<file path="src/verilog/usart_front_params.svh">
`ifndef USART_FRONT_PARAMS_SVH
`define USART_FRONT_PARAMS_SVH
// data bus width
`define BUS_W 8
// minimum reset width, in device clock periods
`define RESET_MIN_CYCLES 6
// reset value of every byte register
`define BYTE_RESET 8'h00
// command word bit that requests an internal reset
`define CMD_RESET_BIT 6
// status bit positions
`define ST_TX_READY 0
`define ST_RX_READY 1
`define ST_CONFIGURED 2
`define ST_IDLE 3
`endif

</file>
<file path="src/verilog/usart_front_pkg.sv">
package usart_front_pkg;
  // host bus strobes, already synchronised
  typedef struct packed {
    logic sel;
    logic rd;
    logic wr;
    logic ctl;
  } host_ctl_s;
  // phase of the programming sequence
  typedef enum logic [1:0] {
    ST_IDLE_WAIT,
    ST_WAIT_CMD,
    ST_RUN
  } prog_state_e;
endpackage

</file>
<file path="src/verilog/sync2.sv">
`timescale 1ns/1ps
`default_nettype none
`include "usart_front_params.svh"
module sync2 (
  input wire logic clk_sys,
  input wire logic sys_rst,
  input wire logic d,
  output logic q
);
  logic meta;
  // two-stage synchroniser; meta feeds only q
  always_ff @(posedge clk_sys or posedge sys_rst) begin
    if (sys_rst) begin
      meta <= 1'b0;
      q <= 1'b0;
    end else begin
      meta <= d;
      q <= meta;
    end
  end
endmodule
`default_nettype wire

</file>
<file path="src/verilog/usart_host_front.sv">
`timescale 1ns/1ps
`default_nettype none
`include "usart_front_params.svh"
// How it works
// - eight-bit data lines are driven only when enabled, otherwise released.
// - bytes move only on host read or write cycles to the device.
// - configuration, command and status share the same eight-bit data lines.
// - command/status, incoming data and outgoing data are three separate byte registers.
// - decodes host strobes; holds configuration word and command word registers.
// - reset high forces idle, serial activity stopped, configuration unprogrammed.
// - stays idle until host writes a new configuration then command.
// - command word reset bit, written while running, gives the same idle state as reset input.
// - strobes without select change nothing.
// - status readable any time; status updates frozen during a status read.
module usart_host_front
  import usart_front_pkg::*;
(
  input wire logic clk_sys,
  input wire logic sys_rst,
  input wire logic reset_pin,
  input wire logic sel_n,
  input wire logic rd_n,
  input wire logic wr_n,
  input wire logic ctl_sel,
  input wire logic [7:0] data_in,
  output logic [7:0] data_out,
  output logic data_oe,
  input wire logic [7:0] rx_byte,
  input wire logic rx_byte_valid,
  input wire logic tx_byte_taken,
  input wire logic [7:0] line_status,
  output logic [7:0] tx_byte,
  output logic tx_byte_valid,
  output logic [7:0] mode_word,
  output logic [7:0] cmd_word,
  output logic serial_enable
);
  // ****************************************
  // input synchronisers
  // ****************************************
  logic rst_pin_s, sel_s, rd_s, wr_s, ctl_s;
  logic [7:0] din_s1, din_s;
  host_ctl_s hc;
  sync2 u_rst (.clk_sys(clk_sys), .sys_rst(sys_rst), .d(reset_pin), .q(rst_pin_s));
  sync2 u_sel (.clk_sys(clk_sys), .sys_rst(sys_rst), .d(~sel_n), .q(sel_s));
  sync2 u_rd (.clk_sys(clk_sys), .sys_rst(sys_rst), .d(~rd_n), .q(rd_s));
  sync2 u_wr (.clk_sys(clk_sys), .sys_rst(sys_rst), .d(~wr_n), .q(wr_s));
  sync2 u_ctl (.clk_sys(clk_sys), .sys_rst(sys_rst), .d(ctl_sel), .q(ctl_s));
  // data byte synchroniser
  always_ff @(posedge clk_sys or posedge sys_rst) begin
    if (sys_rst) begin
      din_s1 <= `BYTE_RESET;
      din_s <= `BYTE_RESET;
    end else begin
      din_s1 <= data_in;
      din_s <= din_s1;
    end
  end
  assign hc = '{sel: sel_s, rd: rd_s, wr: wr_s, ctl: ctl_s};

  // ****************************************
  // strobe decode
  // ****************************************
  logic wr_d, rd_d, wr_edge, rd_edge;
  logic wr_ctl, wr_data, rd_data, stat_rd;
  logic cmd_reset, idle_force;
  prog_state_e state, next_state;
  always_ff @(posedge clk_sys or posedge sys_rst) begin
    if (sys_rst) begin
      wr_d <= 1'b0;
      rd_d <= 1'b0;
    end else begin
      wr_d <= hc.wr & hc.sel;
      rd_d <= hc.rd & hc.sel;
    end
  end
  // one pulse per selected cycle; unselected strobes ignored
  assign wr_edge = hc.sel & hc.wr & ~wr_d;
  assign rd_edge = hc.sel & hc.rd & ~rd_d;
  assign wr_ctl = wr_edge & hc.ctl;
  assign wr_data = wr_edge & ~hc.ctl;
  assign rd_data = rd_edge & ~hc.ctl;
  assign stat_rd = hc.sel & hc.rd & hc.ctl;
  assign cmd_reset = (state == ST_RUN) & wr_ctl & din_s[`CMD_RESET_BIT];
  assign idle_force = rst_pin_s | cmd_reset;

  // ****************************************
  // programming sequence
  // ****************************************
  always_comb begin
    next_state = state;
    case (state)
      ST_IDLE_WAIT: if (wr_ctl) next_state = ST_WAIT_CMD;
      ST_WAIT_CMD: if (wr_ctl) next_state = ST_RUN;
      ST_RUN: next_state = ST_RUN;
      default: next_state = ST_IDLE_WAIT;
    endcase
    if (idle_force) begin
      next_state = ST_IDLE_WAIT;
    end
  end
  always_ff @(posedge clk_sys or posedge sys_rst) begin
    if (sys_rst) begin
      state <= ST_IDLE_WAIT;
    end else begin
      state <= next_state;
    end
  end
  assign serial_enable = (state == ST_RUN);

  // ****************************************
  // configuration and command registers
  // ****************************************
  always_ff @(posedge clk_sys or posedge sys_rst) begin
    if (sys_rst) begin
      mode_word <= `BYTE_RESET;
      cmd_word <= `BYTE_RESET;
    end else if (idle_force) begin
      mode_word <= `BYTE_RESET;
      cmd_word <= `BYTE_RESET;
    end else if (wr_ctl && state == ST_IDLE_WAIT) begin
      mode_word <= din_s;
    end else if (wr_ctl) begin
      cmd_word <= din_s;
    end
  end

  // ****************************************
  // data registers
  // ****************************************
  logic [7:0] rx_hold;
  logic rx_full;
  // outgoing byte; taken by transmitter
  always_ff @(posedge clk_sys or posedge sys_rst) begin
    if (sys_rst) begin
      tx_byte <= `BYTE_RESET;
      tx_byte_valid <= 1'b0;
    end else if (idle_force) begin
      tx_byte_valid <= 1'b0;
    end else if (wr_data && serial_enable) begin
      tx_byte <= din_s;
      tx_byte_valid <= 1'b1;
    end else if (tx_byte_taken) begin
      tx_byte_valid <= 1'b0;
    end
  end
  // incoming byte; new data wins over host read clear
  always_ff @(posedge clk_sys or posedge sys_rst) begin
    if (sys_rst) begin
      rx_hold <= `BYTE_RESET;
      rx_full <= 1'b0;
    end else if (idle_force) begin
      rx_full <= 1'b0;
    end else if (rx_byte_valid && serial_enable) begin
      rx_hold <= rx_byte;
      rx_full <= 1'b1;
    end else if (rd_data) begin
      rx_full <= 1'b0;
    end
  end

  // ****************************************
  // status register, frozen while read
  // ****************************************
  logic [7:0] status, next_status;
  always_comb begin
    next_status = line_status;
    next_status[`ST_TX_READY] = ~tx_byte_valid & serial_enable;
    next_status[`ST_RX_READY] = rx_full;
    next_status[`ST_CONFIGURED] = (state != ST_IDLE_WAIT);
    next_status[`ST_IDLE] = (state == ST_IDLE_WAIT);
  end
  always_ff @(posedge clk_sys or posedge sys_rst) begin
    if (sys_rst) begin
      status <= `BYTE_RESET;
    end else if (!stat_rd) begin
      status <= next_status;
    end
  end

  // ****************************************
  // bus buffer
  // ****************************************
  always_ff @(posedge clk_sys or posedge sys_rst) begin
    if (sys_rst) begin
      data_out <= `BYTE_RESET;
      data_oe <= 1'b0;
    end else begin
      data_oe <= hc.sel & hc.rd;
      data_out <= hc.ctl ? status : rx_hold;
    end
  end

  // ****************************************
  // checks
  // ****************************************
  property p_oe_only_read;
    @(posedge clk_sys) disable iff (sys_rst) data_oe |-> $past(hc.sel & hc.rd);
  endproperty
  a_oe_only_read: assert property (p_oe_only_read) else $error("bus driven outside read");
  property p_unsel_quiet;
    @(posedge clk_sys) disable iff (sys_rst)
      (!hc.sel && !idle_force) |=> $stable(mode_word) && $stable(cmd_word);
  endproperty
  a_unsel_quiet: assert property (p_unsel_quiet) else $error("unselected write changed state");
  property p_status_frozen;
    @(posedge clk_sys) disable iff (sys_rst) stat_rd |=> $stable(status);
  endproperty
  a_status_frozen: assert property (p_status_frozen) else $error("status moved during read");
  property p_pin_idle;
    @(posedge clk_sys) disable iff (sys_rst) rst_pin_s |=> state == ST_IDLE_WAIT && !serial_enable;
  endproperty
  a_pin_idle: assert property (p_pin_idle) else $error("reset pin did not idle");
  property p_cmd_idle;
    @(posedge clk_sys) disable iff (sys_rst) cmd_reset |=> state == ST_IDLE_WAIT && cmd_word == 8'h00;
  endproperty
  a_cmd_idle: assert property (p_cmd_idle) else $error("command reset did not idle");
  property p_need_two_words;
    @(posedge clk_sys) disable iff (sys_rst)
      (state == ST_IDLE_WAIT && !wr_ctl) |=> !serial_enable;
  endproperty
  a_need_two_words: assert property (p_need_two_words) else $error("ran without programming");
  property p_mode_load;
    @(posedge clk_sys) disable iff (sys_rst)
      (wr_ctl && state == ST_IDLE_WAIT && !idle_force) |=> mode_word == $past(din_s);
  endproperty
  a_mode_load: assert property (p_mode_load) else $error("mode word not stored");
  property p_tx_load;
    @(posedge clk_sys) disable iff (sys_rst)
      (wr_data && serial_enable && !idle_force) |=> tx_byte_valid && tx_byte == $past(din_s);
  endproperty
  a_tx_load: assert property (p_tx_load) else $error("data byte not stored");
endmodule
`default_nettype wire

</file>
<file path="config.mk">
export PLATFORM = sky130hd
export DESIGN_NAME = usart_host_front
export DESIGN_NICKNAME = d
export VERILOG_FILES = /design/src/verilog/usart_front_pkg.sv /design/src/verilog/sync2.sv /design/src/verilog/usart_host_front.sv
export VERILOG_INCLUDE_DIRS = /design/src /design/src/verilog
export SDC_FILE = /design/constraint.sdc
export NUM_CORES = 1
export LEC_CHECK = 0
export BUFFER_PORTS_ARGS = -buffer_cell sky130_fd_sc_hd__buf_4
export CAP_MARGIN = 20
export CORE_MARGIN = 2
export CORE_UTILIZATION = 30
export CTS_BUF_LIST = sky130_fd_sc_hd__clkbuf_4 sky130_fd_sc_hd__clkbuf_8 sky130_fd_sc_hd__clkbuf_16
export DETAILED_ROUTE_END_ITERATION = 16
export MAX_ROUTING_LAYER = met4
export PLACE_DENSITY = 0.53
export SLEW_MARGIN = 25
export SYNTH_ARGS = -nofsm -noshare
export SYNTH_HDL_FRONTEND = slang
export SYNTH_SLANG_ARGS = --single-unit
</file>
<file path="constraint.sdc">
create_clock -name clk_sys -period 5.9 [get_ports clk_sys]
set_input_delay 1.18 -clock clk_sys [delete_from_list [all_inputs] [get_ports clk_sys]]
set_output_delay 1.18 -clock clk_sys [all_outputs]
set_load 0.01 [all_outputs]
</file>
# Word level (Yosys, flattened, before mapping)
# Cells that the tools add are included.
word_totals:
  memories: 0
  input_bits: 33
  latchBits: 0
  ram_bits: 0
  out_inout_bits: 35
  mem_bits_ro: 0
  ff_bits: 80
classes:
  shifts: 0
  addsub: 0
  multipliers: 0
  n_bitwise: 20
  magnitude_cmp: 0
  mux: 16
  n_reduce_logical: 13
  eq_ne: 5
  div_mod_pow: 0
ops:
  columns: ["cell", "n"]
  rows:
  - ["$mux 8", 6]
  - ["$and 1x1->1", 11]
  - ["$not 1->1", 8]
  - ["$reduce_and 2->1", 4]
  - ["$mux 1", 6]
  - ["$mux 2", 3]
  - ["$ne 3x3->1 const B", 2]
  - ["$pmux 2 s3", 1]
  - ["$reduce_bool 2->1", 3]
  - ["$reduce_bool 3->1", 2]
  - ["$logic_and 1x1->1", 3]
  - ["$eq 2x1->1 const B", 1]
  - ["$eq 2x2->1 const B", 1]
  - ["$logic_not 2->1", 1]
  - ["$ne 2x2->1 const B", 1]
  - ["$or 1x1->1", 1]

# Longest topological paths before layout
logic_depth:
  ltp_word: 8
  mapped_depth: 7
  ltp_nobuf: 5

# By module
# A second synthesis with hierarchy kept.
unflattened:
  hier_cells: 211
  hier_area_um2: 2916.5
by_module_without_submodules:
  columns: ["module", "seq_area_each_um2", "area_each_um2", "n_inst", "cells_per_inst"]
  rows:
  - ["usart_host_front", 1751.7, 2647.5, 1, 196]
  - ["sync2", 50.0, 53.8, 5, 3]

# Worst setup path before layout
# OpenSTA, ideal clock, no wires.
synth_timing:
  path_kind: "input to register"
  startpoint: "in rx_byte_valid"
  endpoint: "reg rx_hold[0]"
  arrival_time_ns: 2.059
  setup_time_ns: 0.125
  path_slack_ns: 3.716
  path_stages: 3
  cell_sequence: "nand2_1 a311oi_4 mux2_2"
synth_via:
  elab_chain_cells: 2
synth_lines:
  columns: ["element", "line_no", "source"]
  rows:
  - ["start, declared", "usart_host_front.sv:29", "input wire logic rx_byte_valid,"]
  - ["$logic_and 1x1->1", "usart_host_front.sv:154", "end else if (rx_byte_valid && serial_enable) begin"]
  - ["$reduce_and 2->1 (no source line)", null, null]
  - ["end signal, assigned", "usart_host_front.sv:150", "rx_hold <= `BYTE_RESET;"]
  - ["end signal, assigned", "usart_host_front.sv:155", "rx_hold <= rx_byte;"]
  - ["end, declared", "usart_host_front.sv:131", "logic [7:0] rx_hold;"]
# Every way passes these cells.
# A chain may end at the register's enable or synchronous reset.

# Worst setup path after layout
layout_timing:
  startpoint: "reg state[0]"
  endpoint: "out serial_enable"
layout_via:
  elab_chain_cells: 1
layout_lines:
  columns: ["element", "line_no", "source"]
  rows:
  - ["start, declared", "usart_host_front.sv:67", "prog_state_e state, next_state;"]
  - ["start signal, assigned", "usart_host_front.sv:106", "state <= next_state;"]
  - ["$eq 2x2->1", "usart_host_front.sv:109", "assign serial_enable = (state == ST_RUN);"]
  - ["end, declared", "usart_host_front.sv:36", "output logic serial_enable"]
# Every way passes these cells.

==> impl_metrics.py <==
metrics = {
    "synthesis": {
        "avgSynthCellArea_um2": 13.24,
        "yosysSeqAreaShare": 0.6661,
        "synth-seq-cells": 80,
        "synth_edf_count": 0,
        "synth_area_um2": 3005,
        "synth.distinct_cells": 26,
        "syn_inst": 227,
        "yosysTopAreaCell": "dfrtp_1",
        "syn_nets": 263,
        "synth_async_sr_flop_share": 1.000,
        "synthTopCellsByArea": "dfrtp_1 67%, mux2_2 11%, nand3_1 3.0%, a31oi_1 2.7%, nand4_1 2.7%",
        "ys_warn_count": 0,
        "synth_top_area_frac": 0.6661,
        "synth-main-ff-cell": "dfrtp_1",
    },
    "sta": {
        "drv_slew": 0,
        "relSlewSlack": 0.3411,
        "hold_viol": 0,
        "rsz0062_at_grt": "false",
        "worst_pin_slew_ns": 0.9860,
        "post-route-period-util": 0.4366,
        "finalCriticalPeriod_ns": 2.576,
        "skew_ns": 0.01384,
        "fmax_mhz": 388.2,
        "setup_tns_ns": 0,
        "finalSetupViolations": 0,
    },
    "place": {
        "io_buffers": 63,
        "dp_hpwl_mm": 3.950,
        "finalWeightedCongestion": 0.7710,
        "place_area_um2": 3600,
    },
    "cts": {
        "clkTransAtPathRegs_ns": 0.08,
        "h-tree-depth": 3,
        "cts.sinks": 80,
        "post_cts_buffers": 0,
        "clk_latency_ns": 0.35,
        "hold_buffers": 0,
        "cts-root-buf": "clkbuf_8",
        "clock_path_buffers": 2,
        "cts_buffers": 9,
        "cts-resized-gates": 0,
        "cts_tree": "yes",
    },
    "die": {
        "ios": 68,
        "initial_core_util": 0.3089,
        "dieArea_um2": 10830,
        "fp.dieH_um": 104.1,
        "num_rows": 36,
        "die-width_um": 104.1,
        "core_um2": 9729,
    },
    "global_routing": {
        "antenna_found_initial": 0,
        "grt_overflow": 0,
        "grt_max_degree": 81,
        "track_usage": 0.1199,
        "grt_pass1_vias": 1906,
        "grt_pass1_wl_mm": 9.929,
    },
    "min_path": {
        "worstHoldStart": "din_s1[6]$_DFF_PP0_",
        "holdPathEnd": "din_s[6]$_DFF_PP0_",
        "worstHoldPathCells": 0,
        "min_path_type": "flip-flop to flip-flop",
    },
    "worst_setup_path": {
        "path_max_fanout": 8,
        "required_ns": 4.72,
        "critPathKind": "flip-flop to output pin",
        "cp-start-kind": "flip-flop",
        "critPathMaxStageDelay_ns": 0.39,
        "end_kind": "output pin",
        "critical-path-slowest-cell": "dfrtp_1",
        "rr_endpoint": "cmd_word[7]$_DFFE_PP0P_",
        "rr_startpoint": "state[0]$_DFFE_PP0P_",
        "worstPathCellList": "inv_1, ha_1, buf_4",
        "worstPathArrival_ns": 1.40,
        "r2r_cells": 5,
        "regToRegSetupSlack_ns": 3.77,
    },
    "outcome": {
        "outcome": "finished clean",
    },
    "detailed_routing": {
        "drt-vias-per-instance": 4.674,
        "wl_mm": 6.135,
        "wl_per_cell_um": 14.37,
        "first_pass_iters": 5,
        "drc_errors": 0,
        "drtAntennaViolNets": 0,
        "drt_iter0_drc": 163,
        "num_vias": 1996,
    },
    "flow_run": {
        "drv_cap": 0,
    },
    "cells_and_area": {
        "final_nets": 325,
        "drive_gt1_frac": 0.3844,
        "final_cell_area_um2": 3827,
        "diodes": 0,
        "syn2layout_area_growth_pct": 27.35,
        "post-route-util": 0.3934,
    },
    "power_and_ir_drop": {
        "ir_worst_vdd_mv": 0.1402,
        "powerDensity_nw_per_um2": 294.1,
        "p_leak_uw": 0.001768,
        "finalPower_uw": 1126,
    },
}
==> power breakdown <==
part,total (uW),internal [uW],switching [uW]
registers,596,576,19.9
clock network,445,246,199
logic,84.0,44.7,39.3
total,1130,867,259
==> cell usage after synthesis (4+ instances only) <==
library cell	n
a21oi_1	8
nand3_1	18
nand2_1	15
mux2_2	30
nand4_1	13
dfrtp_1	80
a31oi_1	13
buf_2	4
inv_1	8
clkbuf_1	8
==> sequential cells by signal, indices dropped and copies added, names as in the netlist, 2 cells and up <==
signal,flops
tx_byte,8
status,8
rx_hold,8
data_out,8
state,2
din_s1,8
mode_word,8
din_s,8
cmd_word,8
==> final cells by class <==
| class | instances | area [um^2] |
|---|---|---|
| Timing Repair Buffer | 64 | 484.2 |
| Inverter | 8 | 31.28 |
| Multi-Input combinational cell | 126 | 919.6 |
| Clock buffer | 10 | 131.4 |
| Clock inverter | 6 | 92.59 |
| Sequential cell | 80 | 2002 |
| Fill cell | 981 | 5902 |
| Tap cell | 133 | 166.4 |
==> cell families (layout without fill, tap and decap cells) <==
kind of cell / Yosys count / count (layout) / share of synthesized area
AOI/OAI and AO/OA: 29 / 29 / 0.06453
DFF: 80 / 80 / 0.6661
buffers and inverters: 21 / 88 / 0.02789
and+or+nand+nor: 64 / 64 / 0.1166
adders and majority gates: 3 / 3 / 0.01249
muxes: 30 / 30 / 0.1124
==> critical path, delay by kind of cell, from the launching register on <==
kind / cells / cell delay (ns)
DFF: 1 / 0.39
buffers and inverters: 2 / 0.29
adders and majority gates: 1 / 0.38
==> layer usage <==
metal | up-vias | wire length (um) | global-route usage
li1 | 937 | - | -
met1 | 989 | 2918 | 0.1690
met2 | 58 | 2795 | 0.1602
met3 | 12 | 264 | 0.02694
met4 | 0 | 157 | 0.06274
met5 | - | 0 | -
==> stage by stage <==
stage	hold slack, ns	instances	setup slack (ns)
after global placement	0.3326	411	3.426
final	0.3507	427	3.324
after global routing	0.3619	427	3.217
after detailed placement	0.3347	411	3.437
after floorplan	0.3312	227	2.668
after CTS	0.3527	427	3.275
==> worst max-delay path by stage <==
stage / startpoint / to / slack (ns)
2_1_floorplan: sys_rst / cmd_word[0]$_DFFE_PP0P_ / 2.67
3_3_place_gp: rx_byte_valid / rx_hold[4]$_DFFE_PP0P_ / 3.43
3_5_place_dp: rx_byte_valid / rx_hold[3]$_DFFE_PP0P_ / 3.44
4_1_cts: state[0]$_DFFE_PP0P_ / serial_enable / 3.27
5_1_grt: state[0]$_DFFE_PP0P_ / serial_enable / 3.22
6_report: state[0]$_DFFE_PP0P_ / serial_enable / 3.32
==> cell usage in the layout (no fill, tap or decap) <==
master / n
and4b_4: 1
nand2_1: 15
nor2_1: 3
a21oi_1: 8
clkinv_4: 1
o32ai_1: 1
clkbuf_4: 1
dfrtp_1: 80
nand4_1: 13
clkinvlp_4: 1
o21ai_0: 3
inv_1: 7
buf_6: 1
nand2b_1: 3
a211oi_1: 3
buf_4: 63
mux2_2: 30
nand4b_1: 2
clkbuf_8: 9
or4bb_1: 1
a31oi_1: 13
or3_1: 2
clkinv_2: 2
bufinv_16: 2
nor3_1: 1
nand3_1: 18
nand3b_1: 1
and2_1: 2
a311oi_4: 1
nor2b_1: 2
inv_8: 1
ha_1: 3
Note: power is estimated with default switching activity, not from simulation.
